## src/inc/tpss_pkg.sv

```systemverilog
// Register map, field positions and state codes for the touch power and status block
// Summary of operation
// - Control at 00h: gain 7-6, standby 5, deep 4, combo gain 3-2, combo 1, irq 0.
// - Power state priority: deep sleep, then combo, then standby, else active.
// - Gain fields decode 00,01,10,11 to gains 1,2,4,8.
// - Combo clear: main gain for all; combo set: combo gain for standby inputs.
// - Any gain change requests recalibration of all inputs from scratch.
// - Standby scans standby inputs; status persists; dropped inputs report one release.
// - Combo scans active and standby inputs; status persists; dropped inputs report release.
// - Deep sleep stops scanning, clears all status and the irq flag.
// - Alert output is low whenever the irq flag is set.
// - Touch on input with interrupt disabled never sets the irq flag.
// - Host writes zero to clear irq; alert releases, stale status bits clear.
// - Touch status at 03h, input 8 in bit 7 to input 1 in bit 0.
// - Base count error bit 6 follows any enabled input out of limit.
// - Calibration error bit 5 follows any enabled input failing calibration.
// - Power key bit 4 sets irq; clears on irq clear if key released.
// - Boot bit 3 sets at reset exit with irq; clears with irq clear.
// - Multi-touch block bit 2 shows suppression and never sets irq.
// - Pattern bit 1 sets irq only if enabled; clears on irq clear once gone.
// - General status bit 0 is set while any touch status bit is set.
// - Touch bit clears on irq clear only if untouched; persisting touch gives no irq.
// - Power-on reset loads every register default.
// - Standby input selection register at 40h, default 00h.
package tpss_pkg;
  localparam logic [7:0] TPSS_ADDR_CTRL = 8'h00;
  localparam logic [7:0] TPSS_ADDR_GSTAT = 8'h02;
  localparam logic [7:0] TPSS_ADDR_TSTAT = 8'h03;
  localparam logic [7:0] TPSS_ADDR_LOW_POWER_SCAN_EN = 8'h40;
  localparam logic [7:0] TPSS_CTRL_RST = 8'h00;
  localparam logic [7:0] TPSS_GSTAT_RST = 8'h00;
  localparam logic [7:0] TPSS_TSTAT_RST = 8'h00;
  localparam logic [7:0] TPSS_LOW_POWER_SCAN_EN_RST = 8'h00;
  localparam int TPSS_GAIN_LSB = 6;
  localparam int TPSS_LPS_BIT = 5;
  localparam int TPSS_DEEP_BIT = 4;
  localparam int TPSS_CGAIN_LSB = 2;
  localparam int TPSS_MIX_BIT = 1;
  localparam int TPSS_IRQ_BIT = 0;
  localparam int TPSS_GS_BC = 6;
  localparam int TPSS_GS_CAL = 5;
  localparam int TPSS_GS_PWR = 4;
  localparam int TPSS_GS_BOOT = 3;
  localparam int TPSS_GS_MULTI_TOUCH_BLOCK = 2;
  localparam int TPSS_GS_PAT = 1;
  localparam int TPSS_GS_TOUCH = 0;
  localparam logic [3:0] TPSS_BITS_PER_BYTE = 4'h8;
  typedef enum logic [3:0] {
    TPSS_PS_ACTIVE = 4'b0001,
    TPSS_PS_STANDBY = 4'b0010,
    TPSS_PS_COMBO = 4'b0100,
    TPSS_PS_DEEP = 4'b1000
  } tpss_pstate_t;
  typedef enum logic [7:0] {
    TPSS_I2C_IDLE = 8'b00000001,
    TPSS_I2C_ADDR = 8'b00000010,
    TPSS_I2C_ACKA = 8'b00000100,
    TPSS_I2C_CMD = 8'b00001000,
    TPSS_I2C_ACKC = 8'b00010000,
    TPSS_I2C_WDAT = 8'b00100000,
    TPSS_I2C_ACKW = 8'b01000000,
    TPSS_I2C_RDAT = 8'b10000000
  } tpss_i2c_st_t;
endpackage

```

## src/rtl/tpss_core.sv

```systemverilog
// Power state control, touch status and alert logic behind the management bus
`timescale 1ns/1ps
module tpss_core #(
  parameter logic [6:0] DEV_ADDR = 7'h28
) (
  // Clock and reset
  input wire logic core_clk,
  input wire logic rst_n,
  // Management bus pins, open drain
  input wire logic scl_in,
  input wire logic sda_in,
  output logic sda_out,
  output logic sda_oe,
  // Sensing front end events and levels
  input wire logic [7:0] touch_now,
  input wire logic [7:0] active_en,
  input wire logic [7:0] irq_en,
  input wire logic [7:0] base_err,
  input wire logic [7:0] cal_err,
  input wire logic power_key_evt,
  input wire logic power_key_touch,
  input wire logic multi_block,
  input wire logic pattern_hit,
  input wire logic pattern_irq_en,
  // Alert and state outputs
  output logic alert_out_n,
  output tpss_pkg::tpss_pstate_t power_state,
  output logic [7:0] scan_mask,
  output logic [3:0] active_gain,
  output logic [3:0] standby_gain,
  output logic recal_req,
  output logic [7:0] release_evt
);
  import tpss_pkg::*;
  logic [7:0] reg_ptr, wr_data, rd_data;
  logic wr_stb;
  logic [7:0] ctrl_reg, ctrl_next, low_power_scan_en_reg, low_power_scan_en_next;
  logic [7:0] gstat_reg, gstat_next, tstat_reg, tstat_next;
  logic [7:0] tprev_reg, tprev_next, rel_reg, rel_next;
  logic [7:0] mask_reg, mask_next, mask_c, tm, new_touch;
  logic [3:0] again_reg, again_next, sgain_reg, sgain_next;
  logic boot_reg, boot_next, alert_n_reg, alert_n_next, recal_reg, recal_next;
  logic wr_ctrl, int_clr, pat_irq, irq_set, deep_nx;
  tpss_pstate_t ps_c, ps_reg;

  tpss_i2c_target #(
    .DEV_ADDR(DEV_ADDR)
  ) u_bus (
    .core_clk(core_clk),
    .rst_n(rst_n),
    .scl_in(scl_in),
    .sda_in(sda_in),
    .sda_oe(sda_oe),
    .reg_ptr(reg_ptr),
    .wr_stb(wr_stb),
    .wr_data(wr_data),
    .rd_data(rd_data)
  );

  // Read mux; unmapped pointers read as zero
  always_comb begin
    if (reg_ptr == TPSS_ADDR_CTRL) begin
      rd_data = ctrl_reg;
    end else if (reg_ptr == TPSS_ADDR_GSTAT) begin
      rd_data = gstat_reg;
    end else if (reg_ptr == TPSS_ADDR_TSTAT) begin
      rd_data = tstat_reg;
    end else if (reg_ptr == TPSS_ADDR_LOW_POWER_SCAN_EN) begin
      rd_data = low_power_scan_en_reg;
    end else begin
      rd_data = 8'h00;
    end
  end

  // Power state and scan set, from the current control bits
  always_comb begin
    if (ctrl_reg[TPSS_DEEP_BIT]) begin
      ps_c = TPSS_PS_DEEP;
    end else if (ctrl_reg[TPSS_MIX_BIT]) begin
      ps_c = TPSS_PS_COMBO;
    end else if (ctrl_reg[TPSS_LPS_BIT]) begin
      ps_c = TPSS_PS_STANDBY;
    end else begin
      ps_c = TPSS_PS_ACTIVE;
    end
    case (ps_c)
      TPSS_PS_STANDBY: mask_c = low_power_scan_en_reg;
      TPSS_PS_COMBO: mask_c = active_en | low_power_scan_en_reg;
      TPSS_PS_DEEP: mask_c = 8'h00;
      default: mask_c = active_en;
    endcase
  end

  assign tm = touch_now & mask_c;
  assign new_touch = tm & ~tprev_reg;
  assign wr_ctrl = wr_stb && reg_ptr == TPSS_ADDR_CTRL;
  assign int_clr = wr_ctrl && !wr_data[TPSS_IRQ_BIT];
  // Pattern interrupts fire once per rise of the status bit
  assign pat_irq = pattern_hit && !gstat_reg[TPSS_GS_PAT] && pattern_irq_en;
  // Disabled inputs and multi-touch blocking never reach the flag
  assign irq_set = (|(new_touch & irq_en)) | power_key_evt | boot_reg | pat_irq;
  assign deep_nx = ctrl_next[TPSS_DEEP_BIT];

  always_comb begin
    ctrl_next = ctrl_reg;
    low_power_scan_en_next = low_power_scan_en_reg;
    if (wr_ctrl) begin
      ctrl_next[7:1] = wr_data[7:1];
    end
    if (wr_stb && reg_ptr == TPSS_ADDR_LOW_POWER_SCAN_EN) begin
      low_power_scan_en_next = wr_data;
    end
    if (int_clr) begin
      ctrl_next[TPSS_IRQ_BIT] = 1'b0;
    end
    // Host writing one to the flag has no effect
    if (irq_set) begin
      ctrl_next[TPSS_IRQ_BIT] = 1'b1;
    end
    if (ctrl_next[TPSS_DEEP_BIT]) begin
      ctrl_next[TPSS_IRQ_BIT] = 1'b0;
    end
    alert_n_next = ~ctrl_next[TPSS_IRQ_BIT];
    recal_next = wr_ctrl && (wr_data[7:6] != ctrl_reg[7:6]
                 || wr_data[3:2] != ctrl_reg[3:2]);
  end

  always_comb begin
    boot_next = 1'b0;
    tprev_next = tm;
    // One release per input that drops out of scanning while touched
    rel_next = tprev_reg & ~mask_c;
    if (int_clr) begin
      tstat_next = tm;
    end else begin
      tstat_next = tstat_reg | tm;
    end
    gstat_next = TPSS_GSTAT_RST;
    gstat_next[TPSS_GS_BC] = |(base_err & mask_c);
    gstat_next[TPSS_GS_CAL] = |(cal_err & mask_c);
    gstat_next[TPSS_GS_MULTI_TOUCH_BLOCK] = multi_block;
    gstat_next[TPSS_GS_PWR] = (gstat_reg[TPSS_GS_PWR] && !(int_clr && !power_key_touch))
                              || power_key_evt;
    gstat_next[TPSS_GS_BOOT] = (gstat_reg[TPSS_GS_BOOT] && !int_clr) || boot_reg;
    gstat_next[TPSS_GS_PAT] = (gstat_reg[TPSS_GS_PAT] && !(int_clr && !pattern_hit))
                              || pattern_hit;
    if (deep_nx) begin
      tstat_next = TPSS_TSTAT_RST;
      gstat_next = TPSS_GSTAT_RST;
    end
    gstat_next[TPSS_GS_TOUCH] = |tstat_next;
  end

  always_comb begin
    mask_next = mask_c;
    again_next = 4'h1 << ctrl_reg[TPSS_GAIN_LSB +: 2];
    if (ctrl_reg[TPSS_MIX_BIT]) begin
      sgain_next = 4'h1 << ctrl_reg[TPSS_CGAIN_LSB +: 2];
    end else begin
      sgain_next = again_next;
    end
  end

  // Boot flag is a constant at reset and posts its event on the first edge after release
  always_ff @(posedge core_clk or negedge rst_n) begin
    if (!rst_n) begin
      ctrl_reg <= TPSS_CTRL_RST;
      low_power_scan_en_reg <= TPSS_LOW_POWER_SCAN_EN_RST;
      gstat_reg <= TPSS_GSTAT_RST;
      tstat_reg <= TPSS_TSTAT_RST;
      tprev_reg <= 8'h00;
      rel_reg <= 8'h00;
      mask_reg <= 8'h00;
      again_reg <= 4'h1;
      sgain_reg <= 4'h1;
      boot_reg <= 1'b1;
      alert_n_reg <= 1'b1;
      recal_reg <= 1'b0;
      ps_reg <= TPSS_PS_ACTIVE;
    end else begin
      ctrl_reg <= ctrl_next;
      low_power_scan_en_reg <= low_power_scan_en_next;
      gstat_reg <= gstat_next;
      tstat_reg <= tstat_next;
      tprev_reg <= tprev_next;
      rel_reg <= rel_next;
      mask_reg <= mask_next;
      again_reg <= again_next;
      sgain_reg <= sgain_next;
      boot_reg <= boot_next;
      alert_n_reg <= alert_n_next;
      recal_reg <= recal_next;
      ps_reg <= ps_c;
    end
  end

  assign sda_out = 1'b0;
  assign alert_out_n = alert_n_reg;
  assign power_state = ps_reg;
  assign scan_mask = mask_reg;
  assign active_gain = again_reg;
  assign standby_gain = sgain_reg;
  assign recal_req = recal_reg;
  assign release_evt = rel_reg;
endmodule

```

## src/rtl/tpss_i2c_target.sv

```systemverilog
// Two-wire management bus target with register pointer and byte strobes
`timescale 1ns/1ps
module tpss_i2c_target #(
  parameter logic [6:0] DEV_ADDR = 7'h28
) (
  // Clock and reset
  input wire logic core_clk,
  input wire logic rst_n,
  // Bus pins
  input wire logic scl_in,
  input wire logic sda_in,
  output logic sda_oe,
  // Register side
  output logic [7:0] reg_ptr,
  output logic wr_stb,
  output logic [7:0] wr_data,
  input wire logic [7:0] rd_data
);
  import tpss_pkg::*;
  logic [2:0] scl_sy_reg;
  logic [2:0] sda_sy_reg;
  logic scl_rise, scl_fall, start_det, stop_det, sda_s;
  tpss_i2c_st_t st_reg, st_next;
  logic [7:0] sh_reg, sh_next, ptr_reg, ptr_next, wd_reg, wd_next;
  logic [3:0] cnt_reg, cnt_next;
  logic oe_reg, oe_next, ws_reg, ws_next, nack_reg, nack_next, rack_reg, rack_next;

  // Stage 0 feeds stage 1 only; edges are seen on stages 1 and 2
  assign sda_s = sda_sy_reg[1];
  assign scl_rise = scl_sy_reg[1] & ~scl_sy_reg[2];
  assign scl_fall = ~scl_sy_reg[1] & scl_sy_reg[2];
  assign start_det = scl_sy_reg[1] & scl_sy_reg[2] & ~sda_s & sda_sy_reg[2];
  assign stop_det = scl_sy_reg[1] & scl_sy_reg[2] & sda_s & ~sda_sy_reg[2];

  always_comb begin
    st_next = st_reg;
    sh_next = sh_reg;
    cnt_next = cnt_reg;
    oe_next = oe_reg;
    ptr_next = ptr_reg;
    ws_next = 1'b0;
    wd_next = wd_reg;
    nack_next = nack_reg;
    rack_next = rack_reg;
    if (start_det) begin
      st_next = TPSS_I2C_ADDR;
      cnt_next = 4'h0;
      oe_next = 1'b0;
    end else if (stop_det) begin
      st_next = TPSS_I2C_IDLE;
      oe_next = 1'b0;
    end else begin
      case (st_reg)
        TPSS_I2C_ADDR, TPSS_I2C_CMD, TPSS_I2C_WDAT: begin
          if (scl_rise) begin
            sh_next = {sh_reg[6:0], sda_s};
            cnt_next = cnt_reg + 4'h1;
          end else if (scl_fall && cnt_reg == TPSS_BITS_PER_BYTE) begin
            cnt_next = 4'h0;
            oe_next = 1'b1;
            if (st_reg == TPSS_I2C_ADDR) begin
              if (sh_reg[7:1] == DEV_ADDR) begin
                st_next = TPSS_I2C_ACKA;
              end else begin
                st_next = TPSS_I2C_IDLE;
                oe_next = 1'b0;
              end
            end else if (st_reg == TPSS_I2C_CMD) begin
              ptr_next = sh_reg;
              st_next = TPSS_I2C_ACKC;
            end else begin
              ws_next = 1'b1;
              wd_next = sh_reg;
              st_next = TPSS_I2C_ACKW;
            end
          end
        end
        TPSS_I2C_ACKA: begin
          if (scl_fall && sh_reg[0]) begin
            st_next = TPSS_I2C_RDAT;
            sh_next = rd_data;
            oe_next = ~rd_data[7];
            rack_next = 1'b0;
          end else if (scl_fall) begin
            st_next = TPSS_I2C_CMD;
            oe_next = 1'b0;
          end
        end
        TPSS_I2C_ACKC, TPSS_I2C_ACKW: begin
          if (scl_fall) begin
            st_next = TPSS_I2C_WDAT;
            oe_next = 1'b0;
            if (st_reg == TPSS_I2C_ACKW) begin
              ptr_next = ptr_reg + 8'h01;
            end
          end
        end
        TPSS_I2C_RDAT: begin
          // Read data bits, then the controller's acknowledge slot
          if (scl_rise && rack_reg) begin
            nack_next = sda_s;
            if (!sda_s) begin
              ptr_next = ptr_reg + 8'h01;
            end
          end else if (scl_rise) begin
            cnt_next = cnt_reg + 4'h1;
          end else if (scl_fall && rack_reg) begin
            rack_next = 1'b0;
            cnt_next = 4'h0;
            if (nack_reg) begin
              st_next = TPSS_I2C_IDLE;
            end else begin
              sh_next = rd_data;
              oe_next = ~rd_data[7];
            end
          end else if (scl_fall && cnt_reg == TPSS_BITS_PER_BYTE) begin
            oe_next = 1'b0;
            rack_next = 1'b1;
          end else if (scl_fall) begin
            sh_next = {sh_reg[6:0], 1'b0};
            oe_next = ~sh_reg[6];
          end
        end
        TPSS_I2C_IDLE: begin
          oe_next = 1'b0;
        end
        default: begin
          st_next = TPSS_I2C_IDLE;
        end
      endcase
    end
  end

  always_ff @(posedge core_clk or negedge rst_n) begin
    if (!rst_n) begin
      scl_sy_reg <= 3'h7;
      sda_sy_reg <= 3'h7;
      st_reg <= TPSS_I2C_IDLE;
      sh_reg <= 8'h00;
      cnt_reg <= 4'h0;
      oe_reg <= 1'b0;
      ptr_reg <= 8'h00;
      ws_reg <= 1'b0;
      wd_reg <= 8'h00;
      nack_reg <= 1'b0;
      rack_reg <= 1'b0;
    end else begin
      scl_sy_reg <= {scl_sy_reg[1:0], scl_in};
      sda_sy_reg <= {sda_sy_reg[1:0], sda_in};
      st_reg <= st_next;
      sh_reg <= sh_next;
      cnt_reg <= cnt_next;
      oe_reg <= oe_next;
      ptr_reg <= ptr_next;
      ws_reg <= ws_next;
      wd_reg <= wd_next;
      nack_reg <= nack_next;
      rack_reg <= rack_next;
    end
  end

  assign sda_oe = oe_reg;
  assign reg_ptr = ptr_reg;
  assign wr_stb = ws_reg;
  assign wr_data = wd_reg;
endmodule

```

## config.mk

```make
export PLATFORM = sky130hd
export DESIGN_NAME = tpss_core
export DESIGN_NICKNAME = d
export VERILOG_FILES = /design/src/inc/tpss_pkg.sv /design/src/rtl/tpss_core.sv /design/src/rtl/tpss_i2c_target.sv
export SDC_FILE = /design/constraint.sdc
export NUM_CORES = 1
export LEC_CHECK = 0
export ABC_AREA = 0
export ABC_CLOCK_PERIOD_IN_PS = 4310
export BUFFER_PORTS_ARGS = -buffer_cell sky130_fd_sc_hd__buf_2
export CELL_PAD_IN_SITES_DETAIL_PLACEMENT = 0
export CELL_PAD_IN_SITES_GLOBAL_PLACEMENT = 2
export CORE_MARGIN = 4
export CORE_UTILIZATION = 30
export CTS_CLUSTER_DIAMETER = 30
export DETAILED_ROUTE_END_ITERATION = 8
export HOLD_SLACK_MARGIN = 0.06
export PLACE_DENSITY_LB_ADDON = 0.1
export SKIP_CTS_REPAIR_TIMING = 1
export SLEW_MARGIN = 20
export SYNTH_ARGS = -nofsm -noshare
export SYNTH_HDL_FRONTEND = slang
export SYNTH_SLANG_ARGS = --single-unit
```

## constraint.sdc

```tcl
create_clock -name core_clk -period 4.31 [get_ports core_clk]
set_clock_uncertainty 0.1 [all_clocks]
set_input_delay 0.431 -clock core_clk [delete_from_list [all_inputs] [get_ports core_clk]]
set_output_delay 0.431 -clock core_clk [all_outputs]
set_load 0.05 [all_outputs]
```

=== Word level (Yosys, flattened, before mapping) ===
Index checks and enable logic that the tools add are counted.

* Flip-flop bits (word level): 117
* Input port bits: 49
* Output and inout bits: 32

* Add/subtract/negate cells: 2
* Equal/unequal tests: 49
* Shifts and indexed selects: 2
* Mux-type cells: 85
* Bitwise gates (word level): 32
* Reduce and logical (&&, ||, !) cells: 46

{| class="wikitable"
|+ Operators by type and width
! operator !! number
|-
| two-way mux 8 bit || 34
|-
| case mux 8 bit (3 select lines) || 3
|-
| AND 8 bit || 6
|-
| two-way mux 4 bit || 10
|-
| case mux 8 bit (5 select lines) || 1
|-
| OR reduction 8 bit || 4
|-
| two-way mux 1 bit || 29
|-
| == test 8 x 2 -> 1 bit (second input constant) || 3
|-
| != test 4 x 1 -> 1 bit (second input constant) || 6
|-
| AND reduction 7 bit || 3
|-
| == test 8 x 7 -> 1 bit (second input constant) || 2
|-
| != test 2 x 1 -> 1 bit (second input constant) || 8
|-
| NOT 8 bit || 2
|-
| OR 8 bit || 2
|-
| logical AND 1 bit || 15
|-
| two-way mux 7 bit || 2
|-
| NOT 1 bit || 12
|-
| AND reduction 11 bit || 1
|-
| != test 2 bit (second input constant) || 5
|-
| AND reduction 10 bit || 1
|-
| != test 3 x 1 -> 1 bit (second input constant) || 3
|-
| AND reduction 9 bit || 1
|-
| nonzero test 3 bit || 3
|-
| adder 8 x 1 -> 8 bit (second input constant) || 1
|-
| 36 further kinds || 59
|}

=== Depth between registers and ports, before layout ===
Gate-level depths: netlist (run 1).

* Depth after elaboration: 15
* Mapped depth: 9

=== Cells and area by module ===
From an unflattened synthesis (run 1), not the netlist that was laid out.

* Cell total of the unflattened synthesis: 542
* Area, all modules: 5880.6 um^2

{| class="wikitable"
|+ Modules (own cells, without submodules)
! module !! instances !! cells an instance !! area an instance (um^2) !! seq. area each (um^2)
|-
| tpss_core || 1 || 268 || 3118.0 || 1757.9
|-
| tpss_i2c_target || 1 || 274 || 2762.6 || 1159.9
|}

=== Worst setup path before layout (run 1) ===
Ideal clock, no wire load.

* Path kind: register to register
* Start point: register u_bus.ptr_reg[0] (netlist: u_bus.reg_ptr[0])
* End point: register ctrl_reg[0]
* Setup time: 124 ps
* Arrival: 2218 ps
* Slack: 1868 ps
* Cell stages (with the launch flop): 8
* Clock period less this slack: 2442 ps
* Cell sequence: dfrtp_1 -> inv_1 -> ha_1 -> nor3b_2 -> nand3_2 -> or2_2 -> a221o_1 -> o31a_1

* Word-level cells in the longest chain between the ends: 6
* Elaborated cells on any way between the ends: 7
* Those cells by class: 4 x mux; 3 x reduce/logical

{| class="wikitable"
|+ RTL lines
! what !! line !! source
|-
| from (decl) || tpss_i2c_target.sv:24 || <nowiki>logic [7:0] sh_reg, sh_next, ptr_reg, ptr_next, wd_reg, wd_next;</nowiki>
|-
| from (signal assigned) || tpss_i2c_target.sv:154 || <nowiki>ptr_reg <= ptr_next;</nowiki>
|-
| zero test 8 bit (*) || tpss_core.sv:96 || <nowiki>assign wr_ctrl = wr_stb && reg_ptr == TPSS_ADDR_CTRL;</nowiki>
|-
| logical AND 1 bit (*) || tpss_core.sv:96 ||
|-
| logical AND 1 bit || tpss_core.sv:97 || <nowiki>assign int_clr = wr_ctrl && !wr_data[TPSS_IRQ_BIT];</nowiki>
|-
| two-way mux 1 bit || tpss_core.sv:113 || <nowiki>if (int_clr) begin</nowiki>
|-
| two-way mux 1 bit || tpss_core.sv:117 || <nowiki>if (irq_set) begin</nowiki>
|-
| two-way mux 1 bit (*) || tpss_core.sv:120 || <nowiki>if (ctrl_next[TPSS_DEEP_BIT]) begin</nowiki>
|-
| net ctrl_next[0] || tpss_core.sv:37 || <nowiki>logic [7:0] ctrl_reg, ctrl_next, low_power_scan_en_reg, low_power_scan_en_next;</nowiki>
|-
| to (signal assigned) || tpss_core.sv:181 || <nowiki>ctrl_reg <= ctrl_next;</nowiki>
|-
| to (decl) || tpss_core.sv:37 ||
|}

Mark *: on every way through the listed nets, which the timed path passes. The rest lies on a longest branch.
A chain may end at the register's enable or synchronous reset.

=== Worst setup path in the final report (run 1) ===
Same ends and word-level chain as after synthesis.

==> results of run 1 <==
-- layout by cell type, fill, tap and decap left out, types with 8 or more instances in the layout --
| cell | n |
|---|---|
| buf_4 | 10 |
| a21oi_1 | 32 |
| clkbuf_16 | 17 |
| mux2i_1 | 16 |
| nor2_1 | 44 |
| a211oi_1 | 9 |
| inv_1 | 27 |
| a221oi_1 | 9 |
| dfstp_2 | 12 |
| o21ai_0 | 18 |
| nand3_1 | 11 |
| and2_1 | 8 |
| nor2b_1 | 13 |
| nand2_1 | 76 |
| dfrtp_1 | 104 |
| mux2_2 | 23 |
| buf_2 | 78 |
-- metrics by stage --
stage	hold slack [ps]	instance area, um2	std cells	total power, mW	utilization
after global routing	92.5	6990	896	3.81	0.372
final	22.0	6990	896	3.61	0.372
after CTS	-9.73	6970	894	3.64	0.371
after global placement	249	6400	862	2.25	0.341
after detailed placement	249	6400	862	2.25	0.341
after floorplan	35.4	5730	558	1.97	-
-- cell type report --
class	count	area [um2]
Multi-Input combinational cell	397	2620
Fill cell	1913	11800
Timing Repair Buffer	90	485
Sequential cell	116	2920
Inverter	27	101
Tap cell	234	293
Clock inverter	15	144
Clock buffer	17	425
-- worst max-delay path, cell delays in order, from the launching register on --
cell and delay, ps:
dfrtp_1 400, inv_1 110, ha_1 350, nor3b_2 390
nand3_2 300, or2_2 480, a221o_1 400, o31a_1 290
-- kinds of logic (layout without fill, tap and decap cells) --
kind of cell	Yosys count	after routing	synth area share
AND/OR/NAND/NOR	209	209	0.187
flip-flops	116	116	0.509
XOR/XNOR	8	8	0.0122
multiplexers	42	42	0.0804
AO/OA/AOI/OAI	131	131	0.166
buffers and inverters	45	149	0.0334
adder cells (fa/ha/maj)	5	5	0.0109
other	1	2	0.000655
-- where the power goes --
group          internal [mW]  total [mW]  switching, mW  leakage [nW]
registers               1.20        1.35          0.156          1.47
logic                  0.370       0.883          0.513          1.43
clock network          0.805        1.37          0.566         0.268
total                   2.37        3.61           1.23          3.17
-- Yosys cell counts, types with 3 or more instances --
library cell	number	area [um2]
a211oi_1	9	67.6
a21oi_1	32	160
a221oi_1	9	78.8
a22o_1	6	52.6
a22oi_1	5	37.5
a31oi_1	5	31.3
and2_1	8	50.1
and3_1	3	18.8
buf_2	3	15.0
clkbuf_1	10	37.5
dfrtp_1	104	2600
dfstp_2	12	315
ha_1	5	62.6
inv_1	27	101
mux2_2	23	259
mux2i_1	16	160
nand2_1	76	285
nand2b_1	5	31.3
nand3_1	11	55.1
nand4_1	4	25.0
nor2_1	44	165
nor2_2	3	18.8
nor2b_1	13	81.3
nor3_1	5	25.0
nor3b_1	7	52.6
nor4_1	5	31.3
o211ai_1	5	37.5
o21ai_0	18	90.1
o22ai_1	6	37.5
o31ai_1	7	52.6
or2_2	4	25.0
or3_1	3	18.8
xnor2_1	6	52.6
-- worst max path at each step --
stage                    to  slack (ps)
3_3_place_gp    ctrl_reg[0]        1430
4_1_cts        gstat_reg[6]        1350
6_report        ctrl_reg[0]        1370
3_5_place_dp   gstat_reg[6]        1350
2_1_floorplan   ctrl_reg[0]        1870
5_1_grt        gstat_reg[6]        1150
-- routing by layer --
layer	routed length (um)	global-route usage	up-vias
li1	-	-	2192
met1	8050	0.227	2277
met2	8140	0.261	123
met3	754	0.0407	18
met4	228	0.0503	0
met5	0	0	-
==> out/results.env, run 1 <==
CRITPATHKIND='reg2reg'
HOLD_VIOL_FINAL=0
DR.FIRST_ITER.DRC_COUNT=263
POSTSYNTHREGISTERBITS=116
FINAL.SETUP.WORST_SLACK_PS=1370
HOLD_PATH_CLASS='in2async'
REG2REG_START='u_bus.reg_ptr[0]'
TRITONCTS='yes'
ROUTE.FINAL.WIRE_LENGTH_UM=17200
NUM_ANTENNA_CELLS=0
SYNTH-MAIN-FF-CELL='dfrtp_1'
GLOBAL_ROUTE_USAGE_SUM=0.166
DIE_AREA_UM2=21400
OUTCOME='finished clean'
LAYOUT.NETS=703
CTS_NUM_SINKS=116
CLOCKROOTBUFFER='clkbuf_16'
DIE_HEIGHT_UM=146
CTSLONGESTPATHBUFFERS=2
DRT_PRE_ANTENNA_ITERS=4
SYNTH_CELL_TYPE_COUNT=75
CRITPATHMAXFANOUT=13
CRIT_PATH_END_KIND='register'
VDD_DROP_MAX_V=0.000277
POST-ROUTE-MIN-PERIOD_PS=2940
WORSTMARGINPINSLEW_PS=1040
SHARE_OF_FINAL_LAYOUT_STANDARD_CELLS_STRONGER_THAN_DRIVE_STRENGTH_1=0.273
TIMING.REG2REG.WORST_PATH_DEPTH=7
GRT_PASS1_WL_UM=27800
CP_DATA_ARRIVAL_TIME_PS=3140
WORSTPATHREQUIRED_PS=4510
WORST_R2R_ENDPOINT='ctrl_reg[0]'
NUM_VIAS=4610
VIASPERCELL=5.15
GRT_SETUP_UNREPAIRED='false'
DETAILED_PLACE_HPWL_UM=12500
SYN_TO_FINAL_GROWTH_PCT=22.0
CAP_VIOLATIONS=0
ANTENNA_VIOLATING_NETS_POST_ROUTE=0
CORE_REGION_UM2=18800
TIMING.SETUP.TNS_PS=0
P_LEAK_nW=3.17
INITIAL_CORE_UTIL=0.305
FINAL_MIN_PERIOD_OVER_CLOCK_PERIOD=0.682
CRITICAL_PATH.STARTPOINT_TYPE='register'
ANTENNA_VIOLATIONS_BEFORE_REPAIR=0
VIA_COUNT_OF_THE_FIRST_GLOBAL_ROUTING_PASS=4813
SYNTH.AVG_CELL_AREA_UM2=10.3
SYNTH.CELL_AREA_UM2=5730
STD_CELL_ROWS=50
NETLIST_INSTANCES=557
DIE-WIDTH_UM=146
MAX-SLEW-MARGIN-REL=0.308
POSTSYNTH.ASYNCRESETSHARE=1.00
SETUP-VIOLATIONS-FINAL=0
FF2FF_SETUP_SLACK_PS=1370
YOSYS_WARNINGS=0
LARGEST_NET_DEGREE_AT_THE_START_OF_GLOBAL_ROUTING=62
GRT-OVFL-TOTAL=0
POWER_PER_CELL_AREA_nW_PER_UM2=516
IO-PIN-COUNT=81
INSERTION_DELAY_PS=410
WL_PER_CELL_UM=19.2
PATH_CLK_SLEW_PS=60
SEQUENTIAL_SHARE_OF_THE_SYNTHESIZED_AREA=0.509
MAX_FREQ_GHz=0.340
TRITONCTS.NUM_BUFFERS=17
SETUP.WORST_PATH.START='u_bus.reg_ptr[0]'
SYNTH-EDFF-COUNT=0
CTSHTREEMAXLEVEL=4
DRC=0
PRECTSSETUPSLACK_PS=1350
BUFFER_PORTS.INSERTED=79
GP_CONGESTION=0.816
MAXSLEWVIOLCOUNT=0
Power figures use the tool's default switching activity.
==> inputs of run 2 (changes only) <==
--- a/config.mk
+++ b/config.mk
@@ -6,7 +6,7 @@
 export NUM_CORES = 1
 export LEC_CHECK = 0
 export ABC_AREA = 0
-export ABC_CLOCK_PERIOD_IN_PS = 4310
+export ABC_CLOCK_PERIOD_IN_PS = 2750
 export BUFFER_PORTS_ARGS = -buffer_cell sky130_fd_sc_hd__buf_2
 export CELL_PAD_IN_SITES_DETAIL_PLACEMENT = 0
 export CELL_PAD_IN_SITES_GLOBAL_PLACEMENT = 2
==> constraint.sdc (replaced) <==
create_clock -name core_clk -period 2.75 [get_ports core_clk]
set_clock_uncertainty 0.1 [all_clocks]
set_input_delay 0.275 -clock core_clk [delete_from_list [all_inputs] [get_ports core_clk]]
set_output_delay 0.275 -clock core_clk [all_outputs]
set_load 0.05 [all_outputs]
==> run 2 against run 1 <==
Net effect:
- cell count is 3.5% higher
- total power is 57% higher
- routed wire length is 1.8% higher
- worst hold slack better by 45 ps
- die area stayed put
- sequential share of layout area is 1.5 points lower
- non-clock buffer count is 31 higher
==> out/results.env, run 2 (synthesized netlist as in run 1, its figures left out) <==
OUTCOME='finished clean'  # unchanged
FINAL_CORE_UTILIZATION=0.386  # was 0.372
NUM_ANTENNA_CELLS=0  # unchanged
ANTENNA_VIOLATIONS_BEFORE_REPAIR=0  # unchanged
POWER_PER_CELL_AREA_nW_PER_UM2=783  # was 516 nW/um2
FIN_AREA_UM2=7250  # was 6990 um2
GRT_SETUP_UNREPAIRED='false'  # unchanged
TRITONCTS.NUM_BUFFERS=17  # unchanged
INSERTION_DELAY_PS=420  # was 410 ps
SHARE_OF_FINAL_LAYOUT_STANDARD_CELLS_STRONGER_THAN_DRIVE_STRENGTH_1=0.293  # was 0.273
WORSTMARGINPINSLEW_PS=789  # was 1040 ps
ANTENNA_VIOLATING_NETS_POST_ROUTE=0  # unchanged
FINAL.FILL_COUNT=1918  # was 1913
NUM_VIAS=4665  # was 4610
MAXSLEWVIOLCOUNT=0  # unchanged
HOLD_VIOL_FINAL=0  # unchanged
CRITPATHMAXFANOUT=9  # was 13
IO-PIN-COUNT=81  # unchanged
PATH_CLK_SLEW_PS=60  # about the same
SEQ_AREA_UM2=2920  # unchanged
WORST_PATH_DOMINANT_CELL_FAMILY='simple AND/OR/NAND/NOR gates'  # unchanged
P_LEAK_nW=3.31  # was 3.17 nW
TIMING.CRITICAL_PATH.BUF_INV=0  # was 1
WL_PER_CELL_UM=18.9  # was 19.2 um
CRITICAL_PATH.CELL_CHAIN='or4b_4 -> or2_1 -> o21ai_2 -> nor2_1 -> a21oi_4 -> mux2_4'  # was inv_1 -> ha_1 -> nor3b_2 -> nand3_2 -> or2_2 -> a221o_1 -> o31a_1
SETUP-VIOLATIONS-FINAL=0  # unchanged
CORE_REGION_UM2=18800  # unchanged
ROUTE.FINAL.WIRE_LENGTH_UM=17500  # was 17200 um
FINAL.SETUP.WORST_SLACK_PS=158  # was 1370 ps
GRT-OVFL-TOTAL=0  # unchanged
WORST_PATH_LARGEST_CELL_DELAY_PS=610  # was 480 ps
MULTIINPUTGATEAREA_UM2=2620  # unchanged
CP_SLOWEST_CELL='or4b_4'  # was or2_2
GP_CONGESTION=0.813  # was 0.816
MAX_FREQ_GHz=0.386  # was 0.340 GHz
DIE_HEIGHT_UM=146  # unchanged
DETAILED_PLACE.AREA_UM2=6580  # was 6400 um2
CRITPATHKIND='reg2reg'  # unchanged
DP_CELLS=884  # was 862
FINAL_MIN_PERIOD_OVER_CLOCK_PERIOD=0.943  # was 0.682
GLOBAL_ROUTE_USAGE_SUM=0.169  # was 0.166
POST-LAYOUT-TOTAL-POWER_mW=5.67  # was 3.61 mW
LARGEST_NET_DEGREE_AT_THE_START_OF_GLOBAL_ROUTING=44  # was 62
VIA_COUNT_OF_THE_FIRST_GLOBAL_ROUTING_PASS=4958  # was 4813
CP_DATA_ARRIVAL_TIME_PS=2790  # was 3140 ps
CRITICAL_PATH.STARTPOINT_TYPE='register'  # unchanged
WORSTPATHREQUIRED_PS=2950  # was 4510 ps
CTSHTREEMAXLEVEL=4  # unchanged
DR.FIRST_ITER.DRC_COUNT=304  # was 263
DETAILED_PLACE_HPWL_UM=13100  # was 12500 um
PRECTSSETUPSLACK_PS=172  # was 1350 ps
DIE-WIDTH_UM=146  # unchanged
CRIT_PATH_END_KIND='register'  # unchanged
MOST-COMMON-LAYOUT-CELLS='dfrtp_1, buf_2, nand2_1, nor2_1, a21oi_1'  # unchanged
VDD_DROP_MAX_V=0.000505  # was 0.000277 V
STD_CELL_ROWS=50  # unchanged
CTSLONGESTPATHBUFFERS=2  # unchanged
CTS_NUM_SINKS=116  # unchanged
CAP_VIOLATIONS=0  # unchanged
VIASPERCELL=5.03  # was 5.15
DRT_PRE_ANTENNA_ITERS=5  # was 4
LAYOUT.NETS=734  # was 703
MAX-SLEW-MARGIN-REL=0.472  # was 0.308
DRC=0  # unchanged
GRT_PASS1_WL_UM=28300  # was 27800 um
HOLD_PATH_CLASS='in2reg'  # was in2async
MOSTFREQUENTLAYOUTCELL='dfrtp_1'  # unchanged
POST-ROUTE-MIN-PERIOD_PS=2590  # was 2940 ps
CLOCKROOTBUFFER='clkbuf_16'  # unchanged
SYN_TO_FINAL_GROWTH_PCT=26.5  # was 22.0%
WORST_HOLD_SLACK_PS=67.3  # was 22.0 ps
DIE_AREA_UM2=21400  # unchanged
TIMING.SETUP.TNS_PS=0  # unchanged
INITIAL_CORE_UTIL=0.305  # unchanged
TRITONCTS='yes'  # unchanged
FIN_CELLS=927  # was 896
BUFFER_PORTS.INSERTED=79  # unchanged
[run 2: cell count changes in the layout (fill, tap and decap cells not counted), sizes merged]
| cell | before | now |
|---|---|---|
| buf | 88 | 110 |
| dlygate4sd3 | 2 | 11 |
| bufinv | 1 | 0 |
| clkbuf | 17 | 18 |
[run 2: report_power, final]
part           switching (mW)  total (mW)  internal (mW)
registers               0.255        2.13           1.88
logic                   0.816        1.44          0.629
clock network           0.892        2.09           1.20
[run 2: layout make-up]
class,count,share of cell area
sequential,116,0.403
multi-input combinational,397,0.362
timing repair buffer,121,0.104
clock buffer,18,0.0606
tap,234,0.0404
clock inverter,14,0.0164
inverter,27,0.0140
[run 2: worst paths after layout]
| check | slack, ps | end | cells after the start | start |
|---|---|---|---|---|
| worst max-delay path | 160 | u_bus.st_reg[5] | 6 | u_bus.st_reg[5] |
| worst min-delay path | 70 | tprev_reg[0] | 3 | touch_now[0] |
| worst max register to register | 160 | u_bus.st_reg[5] | 6 | u_bus.st_reg[5] |
| worst min register to register | 250 | u_bus.scl_sy_reg[1] | 0 | u_bus.scl_sy_reg[0] |
| max in group asynchronous | 1510 | active_gain[0] | 3 | rst_n |
| min in group asynchronous | 290 | u_bus.cnt_reg[2] | 2 | rst_n |
[run 2: worst reg2reg max path: stages (launching register included)]
cell	delay, ps
dfrtp_1	460
or4b_4	610
or2_1	390
o21ai_2	200
nor2_1	90
a21oi_4	290
mux2_4	330
[run 2: per-layer routing]
layer | vias to the layer above | track usage | part of all wire
li1 | 2252 | - | -
met1 | 2270 | 0.220 | 0.46
met2 | 119 | 0.280 | 0.47
met3 | 24 | 0.0416 | 0.042
met4 | 0 | 0.0499 | 0.019
met5 | - | 0 | 0
